--- config.mk ---
export PLATFORM = sky130hd
export DESIGN_NAME = risc8_instruction_decoder
export DESIGN_NICKNAME = d
export VERILOG_FILES = /design/src/risc8_instruction_decoder.v
export VERILOG_INCLUDE_DIRS = /design/src
export SDC_FILE = /design/constraint.sdc
export NUM_CORES = 1
export LEC_CHECK = 0
export BUFFER_PORTS_ARGS = -buffer_cell sky130_fd_sc_hd__buf_2
export CAP_MARGIN = 20
export CELL_PAD_IN_SITES_DETAIL_PLACEMENT = 0
export CELL_PAD_IN_SITES_GLOBAL_PLACEMENT = 1
export CORE_UTILIZATION = 37
export DETAILED_ROUTE_END_ITERATION = 7
export GPL_TIMING_DRIVEN = 0
export MAX_ROUTING_LAYER = met4
export PLACE_DENSITY_LB_ADDON = 0.15
export SYNTH_ARGS = -nofsm -noshare
export SYNTH_HDL_FRONTEND = slang
export SYNTH_SLANG_ARGS = --single-unit
--- constraint.sdc ---
create_clock -name clock -period 2.25 [get_ports clock]
set_input_delay 0.225 -clock clock [delete_from_list [all_inputs] [get_ports clock]]
set_output_delay 0.225 -clock clock [all_outputs]
set_load 0.005 [all_outputs]
--- src/risc8_decoder_consts.vh ---
/*
 * constants for the 8-bit core instruction decoder: opcode classes,
 * instruction word fields, prefixes, status flag width and masks.
 * assumes it is included by bare name from the decoder, checker and bench sources.
 */
`ifndef RISC8_DECODER_CONSTS_VH
`define RISC8_DECODER_CONSTS_VH

// ****************************************
// instruction word fields
// ****************************************
`define W_PREFIX    15:12
`define W_SUBOP     11:8
`define W_DEST      9
`define W_ACCESS    8
`define W_FILE      7:0
`define W_BITPOS    11:9
`define W_LIT       7:0
`define W_LONG_OFS  10:0
`define W_SHORT_OFS 7:0
`define W_ADDR12    11:0
`define W_COND      10:8
`define W_FAST      8
`define W_RET_FAST  0

// ****************************************
// prefixes and fixed words
// ****************************************
`define PFX_FIRST_MOVE 4'hc
`define PFX_SECOND     4'hf
`define PFX_RELJUMP    4'hd
`define PFX_CONTROL    4'he
`define SUB_FARJUMP    4'hf
`define SUB_CALL       3'h6
`define SUB_LITERAL    4'he
`define SUB_MULTIPLY   3'h1
`define RETURN_UPPER   15'h0009

// ****************************************
// decoded operation classes
// ****************************************
`define OP_NOP   6'h00
`define OP_OTHER 6'h01
`define OP_ADD   6'h02
`define OP_ADDC  6'h03
`define OP_INC   6'h04
`define OP_DEC   6'h05
`define OP_OR    6'h06
`define OP_AND   6'h07
`define OP_XOR   6'h08
`define OP_INV   6'h09
`define OP_MOVE_FILE  6'h0a
`define OP_SUBFB 6'h0b
`define OP_SUBAB 6'h0c
`define OP_SUB   6'h0d
`define OP_CPLT  6'h0e
`define OP_CPEQ  6'h0f
`define OP_CPGT  6'h10
`define OP_TSTZ  6'h11
`define OP_DSZ   6'h12
`define OP_ISZ   6'h13
`define OP_ISNZ  6'h14
`define OP_DSNZ  6'h15
`define OP_RLC   6'h16
`define OP_RRC   6'h17
`define OP_RL    6'h18
`define OP_RR    6'h19
`define OP_SWAP  6'h1a
`define OP_STORE 6'h1b
`define OP_MUL   6'h1c
`define OP_ZERO  6'h1d
`define OP_NEG   6'h1e
`define OP_SETF  6'h1f
`define OP_FILE_TO_FILE_MOVE 6'h20
`define OP_FAR_JUMP  6'h21
`define OP_CALL  6'h22
`define OP_BRA   6'h23
`define OP_BCOND 6'h24
`define OP_LIT   6'h25
`define OP_RET   6'h26

// ****************************************
// status flags: width, update masks and reset value
// ****************************************
`define FLAG_W   5
`define FM_NONE  5'h00
`define FM_Z     5'h04
`define FM_ZN    5'h14
`define FM_CZN   5'h15
`define FM_ALL   5'h1f
`define FLAGS_RST 5'h00

`endif

--- src/risc8_instruction_decoder.v ---
/*
 * instruction decoder of the 8-bit accumulator core: splits each
 * fetched 16-bit word into its fields, pairs two-word instructions,
 * squashes words after a jump or a true test, and keeps the status
 * flags using the update mask of the executed instruction.
 * assumes the fetch unit and datapath share this clock; datapath
 * inputs answer combinationally for the op currently on the outputs.
 */
// Overview of operation
// - d=0 result to accumulator, d=1 to file
// - a=0 access bank, a=1 bank pointer
// - byte and bit ops: file address low byte
// - file move: two words, prefixes 1100/1111
// - bit ops: bit position in bits 11:9
// - literal ops: immediate in low byte
// - jump/call: 20-bit target, second word 1111
// - always-branch: 11-bit offset, bits 10:0
// - conditional branch: 8-bit offset low byte
// - add and add-carry codes, five flags
// - logic ops under 0001, zero/negative only
// - subtracts under 0101, move_file zero/negative
// - compare-skips under 0110, no flags
// - count-and-skip codes, no flags changed
// - rotates: carry versions also update carry
// - store/multiply no flags, clear Z, negate all
// - skip costs one or two extra cycles
// - port read-modify-write reads pin levels
// - marked op on timer clears its prescaler
// - pc change or true test: second cycle NOP
// - orphan second word executes as NOP
// - fast bit saves/restores shadow registers
`include "risc8_decoder_consts.vh"
`timescale 1ns/10ps
`default_nettype none

module risc8_instruction_decoder (
  input  wire        clock,
  input  wire        rst_b,
  input  wire        wordValid,
  input  wire [15:0] progWord,
  input  wire        testTrue,
  input  wire [4:0]  aluFlags,
  input  wire        fileIsPort,
  input  wire        fileIsTimerZero,
  input  wire        prescalerAssigned,
  output reg         execValid,
  output reg  [5:0]  opClass,
  output reg  [15:0] rawWord,
  output reg         writeToFile,
  output reg         useBankPointer,
  output reg  [7:0]  fileAddr,
  output reg  [2:0]  bitPos,
  output reg  [7:0]  literal,
  output reg  [10:0] longOffset,
  output reg  [7:0]  shortOffset,
  output reg  [2:0]  branchCond,
  output reg  [11:0] srcAddr,
  output reg  [11:0] dstAddr,
  output reg  [19:0] jumpTarget,
  output reg  [4:0]  flagMask,
  output reg  [4:0]  statusFlags,
  output reg         shadowSave,
  output reg         shadowRestore,
  output wire        readFromPins,
  output wire        clearPrescaler
);

  // ****************************************
  // pairing states
  // ****************************************
  localparam ST_ONE    = 1'b0;
  localparam ST_SECOND = 1'b1;

  reg        state;
  reg        killPending;
  reg [5:0]  firstOp;
  reg [11:0] firstLow;
  reg        firstFast;
  reg        opTests;
  reg        opJumps;
  reg        opRmw;
  reg        opMarked;
  reg        opUsesD;

  // combinational decode results
  reg [5:0]  next_op;
  reg [4:0]  next_mask;
  reg        next_tests;
  reg        next_jumps;
  reg        next_rmw;
  reg        next_marked;
  reg        next_usesD;
  reg        next_startPair;

  wire [3:0] prefix = progWord[`W_PREFIX];
  wire [3:0] subOp  = progWord[`W_SUBOP];

  // a jump or true test squashes the next valid word
  wire killNow = killPending | (execValid & opJumps)
               | (execValid & opTests & testTrue);
  wire accept  = wordValid & ~killNow;

  // ****************************************
  // side-effect strobes
  // ****************************************
  // port operand comes from the pins, latch would hide input levels
  assign readFromPins   = execValid & opRmw & fileIsPort;
  // d matters only for ops that carry a destination bit
  assign clearPrescaler = execValid & opMarked & fileIsTimerZero & prescalerAssigned
                        & (~opUsesD | writeToFile);

  // ****************************************
  // opcode decode
  // ****************************************
  always @* begin
    next_op        = `OP_OTHER;
    next_mask      = `FM_NONE;
    next_tests     = 1'b0;
    next_jumps     = 1'b0;
    next_rmw       = 1'b0;
    next_marked    = 1'b0;
    next_usesD     = 1'b1;
    next_startPair = 1'b0;
    case (prefix)
      4'h0: begin
        if (progWord[11:9] == `SUB_MULTIPLY) begin
          next_op     = `OP_MUL;
          next_rmw    = 1'b1;
          next_marked = 1'b1;
          next_usesD  = 1'b0;
        end else if (subOp == 4'h1 || subOp == 4'h0) begin
          if (progWord[15:1] == `RETURN_UPPER) begin
            next_op    = `OP_RET;
            next_jumps = 1'b1;
          end else if (subOp == 4'h0) begin
            next_op = (progWord == 16'h0000) ? `OP_NOP : `OP_OTHER;
          end
        end else if (subOp[3:2] == 2'b01) begin
          next_op     = `OP_DEC;
          next_mask   = `FM_ALL;
          next_rmw    = 1'b1;
          next_marked = 1'b1;
        end else if (subOp == `SUB_LITERAL) begin
          next_op = `OP_LIT;
        end
      end
      4'h1: begin
        next_mask = `FM_ZN;
        next_rmw  = 1'b1;
        case (subOp[3:2])
          2'b00: next_op = `OP_OR;
          2'b01: next_op = `OP_AND;
          2'b10: next_op = `OP_XOR;
          default: next_op = `OP_INV;
        endcase
        next_marked = (subOp[3:2] != 2'b10);
        next_rmw    = (subOp[3:2] != 2'b10);
      end
      4'h2: begin
        next_rmw    = 1'b1;
        next_marked = 1'b1;
        case (subOp[3:2])
          2'b00: begin
            next_op   = `OP_ADDC;
            next_mask = `FM_ALL;
          end
          2'b01: begin
            next_op   = `OP_ADD;
            next_mask = `FM_ALL;
          end
          2'b10: begin
            next_op   = `OP_INC;
            next_mask = `FM_ALL;
          end
          default: begin
            next_op    = `OP_DSZ;
            next_tests = 1'b1;
          end
        endcase
      end
      4'h3: begin
        case (subOp[3:2])
          2'b00: begin
            next_op   = `OP_RRC;
            next_mask = `FM_CZN;
          end
          2'b01: begin
            next_op     = `OP_RLC;
            next_mask   = `FM_CZN;
            next_rmw    = 1'b1;
            next_marked = 1'b1;
          end
          2'b10: next_op = `OP_SWAP;
          default: begin
            next_op    = `OP_ISZ;
            next_tests = 1'b1;
          end
        endcase
      end
      4'h4: begin
        case (subOp[3:2])
          2'b00: begin
            next_op   = `OP_RR;
            next_mask = `FM_ZN;
          end
          2'b01: begin
            next_op   = `OP_RL;
            next_mask = `FM_ZN;
          end
          2'b10: next_op = `OP_ISNZ;
          default: next_op = `OP_DSNZ;
        endcase
        next_tests  = subOp[3];
        next_rmw    = subOp[3];
        next_marked = subOp[3];
      end
      4'h5: begin
        next_mask = `FM_ALL;
        case (subOp[3:2])
          2'b00: begin
            next_op   = `OP_MOVE_FILE;
            next_mask = `FM_ZN;
            next_rmw  = 1'b1;
          end
          2'b01: next_op = `OP_SUBFB;
          2'b10: next_op = `OP_SUBAB;
          default: begin
            next_op     = `OP_SUB;
            next_rmw    = 1'b1;
            next_marked = 1'b1;
          end
        endcase
      end
      4'h6: begin
        next_usesD = 1'b0;
        case (progWord[11:9])
          3'h0: begin
            next_op     = `OP_CPLT;
            next_tests  = 1'b1;
            next_rmw    = 1'b1;
            next_marked = 1'b1;
          end
          3'h1: begin
            next_op    = `OP_CPEQ;
            next_tests = 1'b1;
          end
          3'h2: begin
            next_op    = `OP_CPGT;
            next_tests = 1'b1;
          end
          3'h3: begin
            next_op     = `OP_TSTZ;
            next_tests  = 1'b1;
            next_marked = 1'b1;
          end
          3'h4: begin
            next_op     = `OP_SETF;
            next_marked = 1'b1;
          end
          3'h5: begin
            next_op     = `OP_ZERO;
            next_mask   = `FM_Z;
            next_marked = 1'b1;
          end
          3'h6: begin
            next_op   = `OP_NEG;
            next_mask = `FM_ALL;
          end
          default: next_op = `OP_STORE;
        endcase
      end
      `PFX_FIRST_MOVE: begin
        next_op        = `OP_FILE_TO_FILE_MOVE;
        next_startPair = 1'b1;
      end
      `PFX_RELJUMP: begin
        if (!progWord[11]) begin
          next_op    = `OP_BRA;
          next_jumps = 1'b1;
        end
      end
      `PFX_CONTROL: begin
        if (!progWord[11]) begin
          next_op    = `OP_BCOND;
          next_tests = 1'b1;
        end else if (subOp == `SUB_FARJUMP) begin
          next_op        = `OP_FAR_JUMP;
          next_startPair = 1'b1;
        end else if (progWord[11:9] == `SUB_CALL) begin
          next_op        = `OP_CALL;
          next_startPair = 1'b1;
        end
      end
      `PFX_SECOND: next_op = `OP_NOP;
      default: next_op = `OP_OTHER;
    endcase
  end

  // ****************************************
  // field capture, pairing and squashing
  // ****************************************
  always @(posedge clock) begin
    if (!rst_b) begin
      state          <= ST_ONE;
      killPending    <= 1'b0;
      firstOp        <= `OP_NOP;
      firstLow       <= 12'h000;
      firstFast      <= 1'b0;
      execValid      <= 1'b0;
      opClass        <= `OP_NOP;
      rawWord        <= 16'h0000;
      writeToFile    <= 1'b0;
      useBankPointer <= 1'b0;
      fileAddr       <= 8'h00;
      bitPos         <= 3'h0;
      literal        <= 8'h00;
      longOffset     <= 11'h000;
      shortOffset    <= 8'h00;
      branchCond     <= 3'h0;
      srcAddr        <= 12'h000;
      dstAddr        <= 12'h000;
      jumpTarget     <= 20'h00000;
      flagMask       <= `FM_NONE;
      opTests        <= 1'b0;
      opJumps        <= 1'b0;
      opRmw          <= 1'b0;
      opMarked       <= 1'b0;
      opUsesD        <= 1'b1;
      shadowSave     <= 1'b0;
      shadowRestore  <= 1'b0;
    end else begin
      execValid <= wordValid;
      // squash request waits for the next word if none is here yet
      killPending <= killNow & ~wordValid;
      // default: a squashed or first-half word runs as a no-op
      opClass       <= `OP_NOP;
      flagMask      <= `FM_NONE;
      opTests       <= 1'b0;
      opJumps       <= 1'b0;
      opRmw         <= 1'b0;
      opMarked      <= 1'b0;
      shadowSave    <= 1'b0;
      shadowRestore <= 1'b0;
      if (wordValid) begin
        rawWord <= progWord;
      end
      if (wordValid && killNow) begin
        state <= ST_ONE;
      end else if (accept && state == ST_SECOND) begin
        state <= ST_ONE;
        if (prefix == `PFX_SECOND) begin
          opClass <= firstOp;
          srcAddr <= firstLow;
          dstAddr <= progWord[`W_ADDR12];
          jumpTarget <= {progWord[`W_ADDR12], firstLow[7:0]};
          opJumps <= (firstOp != `OP_FILE_TO_FILE_MOVE);
          shadowSave <= (firstOp == `OP_CALL) & firstFast;
        end
      end else if (accept) begin
        writeToFile    <= progWord[`W_DEST];
        useBankPointer <= progWord[`W_ACCESS];
        fileAddr       <= progWord[`W_FILE];
        bitPos         <= progWord[`W_BITPOS];
        literal        <= progWord[`W_LIT];
        longOffset     <= progWord[`W_LONG_OFS];
        shortOffset    <= progWord[`W_SHORT_OFS];
        branchCond     <= progWord[`W_COND];
        opUsesD        <= next_usesD;
        if (next_startPair) begin
          // first half holds no work; the next accepted word pairs only if it is 1111
          state     <= ST_SECOND;
          firstOp   <= next_op;
          firstLow  <= progWord[`W_ADDR12];
          firstFast <= progWord[`W_FAST];
        end else begin
          opClass       <= next_op;
          flagMask      <= next_mask;
          opTests       <= next_tests;
          opJumps       <= next_jumps;
          opRmw         <= next_rmw;
          opMarked      <= next_marked;
          shadowRestore <= (next_op == `OP_RET) & progWord[`W_RET_FAST];
        end
      end
    end
  end

  // ****************************************
  // status flags
  // ****************************************
  // only masked flags take the datapath result, the rest hold
  always @(posedge clock) begin
    if (!rst_b) begin
      statusFlags <= `FLAGS_RST;
    end else if (execValid) begin
      statusFlags <= (statusFlags & ~flagMask) | (aluFlags & flagMask);
    end
  end

endmodule

`default_nettype wire

# ---- After elaboration in Yosys (flattened, before gate mapping)
# Index checks and enable logic that the tools add are counted.
dict set report totals {
  output_inout_bits 124
  register_bits 132
  mem_count 0
  mem_bits_rw 0
  romBits 0
  latch_bits 0
}
dict set report op_classes {
  magnitude_cmp 0
  div 0
  n_reduce_logical 22
  n_addsub 0
  bitwise_logic 28
  muxes 57
  multipliers 0
  n_eq_ne 26
  n_shift 0
}
# op count
set ops {}
lappend ops {{6-bit 2-to-1 mux} 13}
lappend ops {{5-bit case mux with 7 select lines} 2}
lappend ops {{6-bit case mux with 11 select lines} 1}
lappend ops {{4-bit case mux with 3 select lines} 3}
lappend ops {{5-bit 2-to-1 mux} 6}
lappend ops {{4-bit equality test (second input constant)} 6}
lappend ops {{1-bit 2-to-1 mux} 22}
lappend ops {{16-bit zero test} 1}
lappend ops {{15-bit by 4-bit equality test with 1-bit output (second input constant)} 1}
lappend ops {{5-bit case mux with 3 select lines} 1}
lappend ops {{1-bit case mux with 7 select lines} 2}
lappend ops {{1-bit AND} 13}
lappend ops {{4-bit by 3-bit equality test with 1-bit output (second input constant)} 3}
lappend ops {{6-bit equality test (second input constant)} 2}
lappend ops {{4-bit OR reduction} 3}
lappend ops {{5-bit AND} 2}
lappend ops {{5-bit case mux with 2 select lines} 1}
lappend ops {{3-bit equality test (second input constant)} 3}
lappend ops {{3-bit case mux with 3 select lines} 1}
lappend ops {{4-bit by 1-bit equality test with 1-bit output (second input constant)} 2}
lappend ops {{4-bit by 2-bit equality test with 1-bit output (second input constant)} 2}
lappend ops {{4-bit zero test} 2}
lappend ops {{1-bit NOT} 8}
lappend ops {{2-bit OR reduction} 4}
lappend ops {{21 further kinds} 29}

# ---- Logic depth before layout (Yosys ltp)
dict set report logic_depth {
  ltp_word 10
  mapped_depth 10
  mapped_depth_nobuf 8
}

# ---- Least setup slack after synthesis
# Ideal clock, no wire load.
dict set report synth_path {
  kind {input to register}
  startpoint {input port progWord[11]}
  endpoint {register firstOp[1]}
  slack_ps 184
  required_ps 2134
  setup_ps 116
  path_stages 9
  path_buffers 1
  arrival_ps 1950
  path_cell_list {buf_2 inv_1 ha_1 nor2b_1 and3_1 a31o_2 or3_1 nand2b_1 o211a_1}
}
dict set report synth_between {
  elab_chain_cells 6
}
# item line_no
set synth_rtl {}
lappend synth_rtl {{start: declaration} risc8_instruction_decoder.v:40} ;# input wire [15:0] progWord,
lappend synth_rtl {{branches (longest 6 deep; another with 15-bit by 4-bit equality test with 1-bit output)} -}
lappend synth_rtl {{end signal: assignment} risc8_instruction_decoder.v:306} ;# firstOp <= `OP_NOP;
lappend synth_rtl {{end signal: assignment} risc8_instruction_decoder.v:372} ;# firstOp <= next_op;
lappend synth_rtl {{end: declaration} risc8_instruction_decoder.v:76} ;# reg [5:0] firstOp;
# Several ways; the timed one is not identified.
# A chain may end at the register's enable or synchronous reset.

# ---- Final worst setup path
# Same ends and word-level chain as after synthesis.

==> summary.md <==
| Metric | Value |
|---|---|
| DRC Markers | 0 |
| P_leak | 2.799 nW |
| Synthesis-stage register bit count | 95 |
| Overflow after GRT | 0 |
| Ys async rst share | 0% |
| Avg Cell Area, Syn | 8.703 µm² |
| Initial antenna violation count | 1 |
| Synth unique cells | 56 |
| Initial DRC count | 294 |
| Syn Nets | 579 |
| Max cap viols | 0 |
| WS Path Type | in2reg |
| Antenna viol nets, final | 0 |
| Mapped Cells | 545 |
| Clk Latency, worst-skew pair | 340 ps |
| Final Max Tran Viols | 0 |
| Placer Congestion | 0.9132 |
| Vias | 4,315 |
| CTS Sinks | 95 |
| Drt total wl | 14,440 µm |
| H-tree levels | 3 |
| Core Area | 0.01226 mm² |
| CTS tree | built |
| Root Buffer | clkbuf_16 |
| Total iterations of the first detailed-routing run | 5 |
| Synth area leader | dfxtp_1 |
| Number of diodes | 0 |
| PortBufs | 148 |
| GRT Util Overall | 22.99% |
| DR WL/cell | 16.43 µm |
| Synth top area share | 40.09% |
| Crit-path max FO | 10 |
| Top Metal Used | met4 |
| Worst-path clk slew | 70 ps |
| Most frequent cells in the layout | 159 x buf_2, 95 x dfxtp_1, 75 x nand2_1 |
| Post-route cell area | 0.006002 mm² |
| Final number of hold-violating endpoints | 0 |
| Starting density of the core | 38.68% |
| Final Power | 3.676 mW |
| Hold-fix buffers at CTS | 0 |
| M1 WL | 6957 µm |
| Met3 WL | 788 µm |
| Clock buffer depth | 2 |
| Final setup TNS | 0 ps |
| Crit. End Element | register |
| Num CTS Buffers | 9 |
| Crit path DAT | 2380 ps |
| Area Growth Syn to Fin | 26.54% |
| Primary FF master, synth | dfxtp_1 |
| Worst R2R Setup Slack | 320 ps |
| Commonest non-fill, non-tap cell in the layout | buf_2 |
| Top post-synthesis cells by area | dfxtp_1 40%, buf_4 8.7%, mux2i_1 8.2% |
| Fin util | 48.95% |
| Status | complete, no violations |
| Final #Nets | 740 |
| Synth Cell Area | 0.004743 mm² |
| Endpoints failing setup | 0 |
| Clk_skew | 7.871 ps |
| Post-synth EDFFs | 0 |
| Vias in the first global route | 3,947 |
| Post-DP Area | 0.005694 mm² |
| Tcrit/Tclk final | 95.59% |
| FMAX | 464.9 MHz |
| Chip Width | 115.2 µm |
| Sequential-to-total area share from yosys stat | 40.09% |
| RSZ-0062 raised after global routing | false |
| Worst slew pin tran | 874.4 ps |
| I/O pin count | 152 |
| Rows | 40 |
| Die area | 0.01328 mm² |
| Post-DP HPWL | 10,630 µm |
| WP data required | 2480 ps |
| Via density | 4.909 |
| Die extent in y | 115.2 µm |
| VDD IR-drop max | 0.3755 mV |
| Met2 WL | 6509 µm |
| Worst hold path type | in2reg |
| Minimum clock period | 2151 ps |
| Pwr/cell area | 612.4 mW/mm² |
| Synthesis Warnings | 0 |
| Layout cells sized above 1 | 34.88% |
| First-pass GRT wire length | 22,120 µm |
| Slew margin rel. | 41.71% |
| Startpoint Class | primary input |
| Pin count of the biggest net entering global routing | 17 |
==> cell type report <==
class,count,area [µm²]
inverter,10,41.29
buffer,90,593.1
multi-input combinational,350,2225
sequential,95,1902
timing repair buffer,150,755.7
fill,1256,6260
clock buffer,11,232.7
tap,168,210.2
clock inverter,5,42.54
==> worst paths after layout <==
kind | startpoint | to | cells after the start
worst max-delay path | progWord[11] | firstOp[1] | 10
worst min-delay path | aluFlags[0] | register | 3
worst max register to register | opTests | longOffset[4] | 6
worst min register to register | register | register | 2
==> routing by layer <==
layer | global-route usage (%) | vias to the layer above
li1 | - | 2119
met5 | - | -
met1 | 31.16 | 2030
met4 | 6.580 | 0
met2 | 34.62 | 150
met3 | 4.428 | 16
==> sequential cells by signal, summed over array words and instances (netlist names), 3 cells and up, named ones only <==
| name | flops |
|---|---|
| flagMask | 4 |
| rawWord | 16 |
| firstLow | 12 |
| longOffset | 9 |
| srcAddr | 12 |
| dstAddr | 12 |
| bitPos | 3 |
| firstOp | 6 |
| opClass | 6 |
==> worst max-delay path: stages <==
cell and delay (ps):
buf_2 150, buf_4 200, clkinvlp_4 150, ha_2 270, nor2b_1 180, and3_1 220, a31o_2 270, or3_1 410
nand2b_1 170, o211a_1 130
==> report_power, final <==
part           internal (mW)  leakage (nW)  switching (mW)
combinational          0.223          1.90           0.276
clock                  0.762         0.124           0.659
sequential              1.72         0.772          0.0308
==> cell usage after synthesis, types with 12 or more instances <==
cell type,n
a21boi_0,30
mux2i_1,39
nand3_1,15
dfxtp_1,95
buf_2,12
o21ai_0,16
a21oi_1,19
nor2b_1,46
nor2_1,23
clkbuf_1,15
nand2_1,75
buf_4,55
==> metrics by stage <==
stage / setup WS [ps] / cells / hold WS, ps
2_1_floorplan: 183.7 / 545 / 369.9
3_3_place_gp: -427.9 / 861 / 448.4
3_5_place_dp: -446.1 / 861 / 462.4
4_1_cts: 21.28 / 877 / 131.6
5_1_grt: 24.09 / 879 / 133.7
6_report: 99.17 / 879 / 149.6
==> what timing repair did <==
action,in CTS,in global routing
endpoints found under the setup margin,2,7
resized for setup,1,6
buffers inserted,0,2
==> cells by family (layout without fill, tap and decap cells) <==
group           count (synthesis)  after routing  synth area share (%)
compound gates                101            101                 14.80
fa+ha+maj                       6              6                 1.583
buf+inv                       100            266                 13.22
flops                          95             95                 40.09
mux                            39             39                 8.230
simple gates                  204            204                 22.08
No activity file was read; power rests on OpenSTA's default activity.
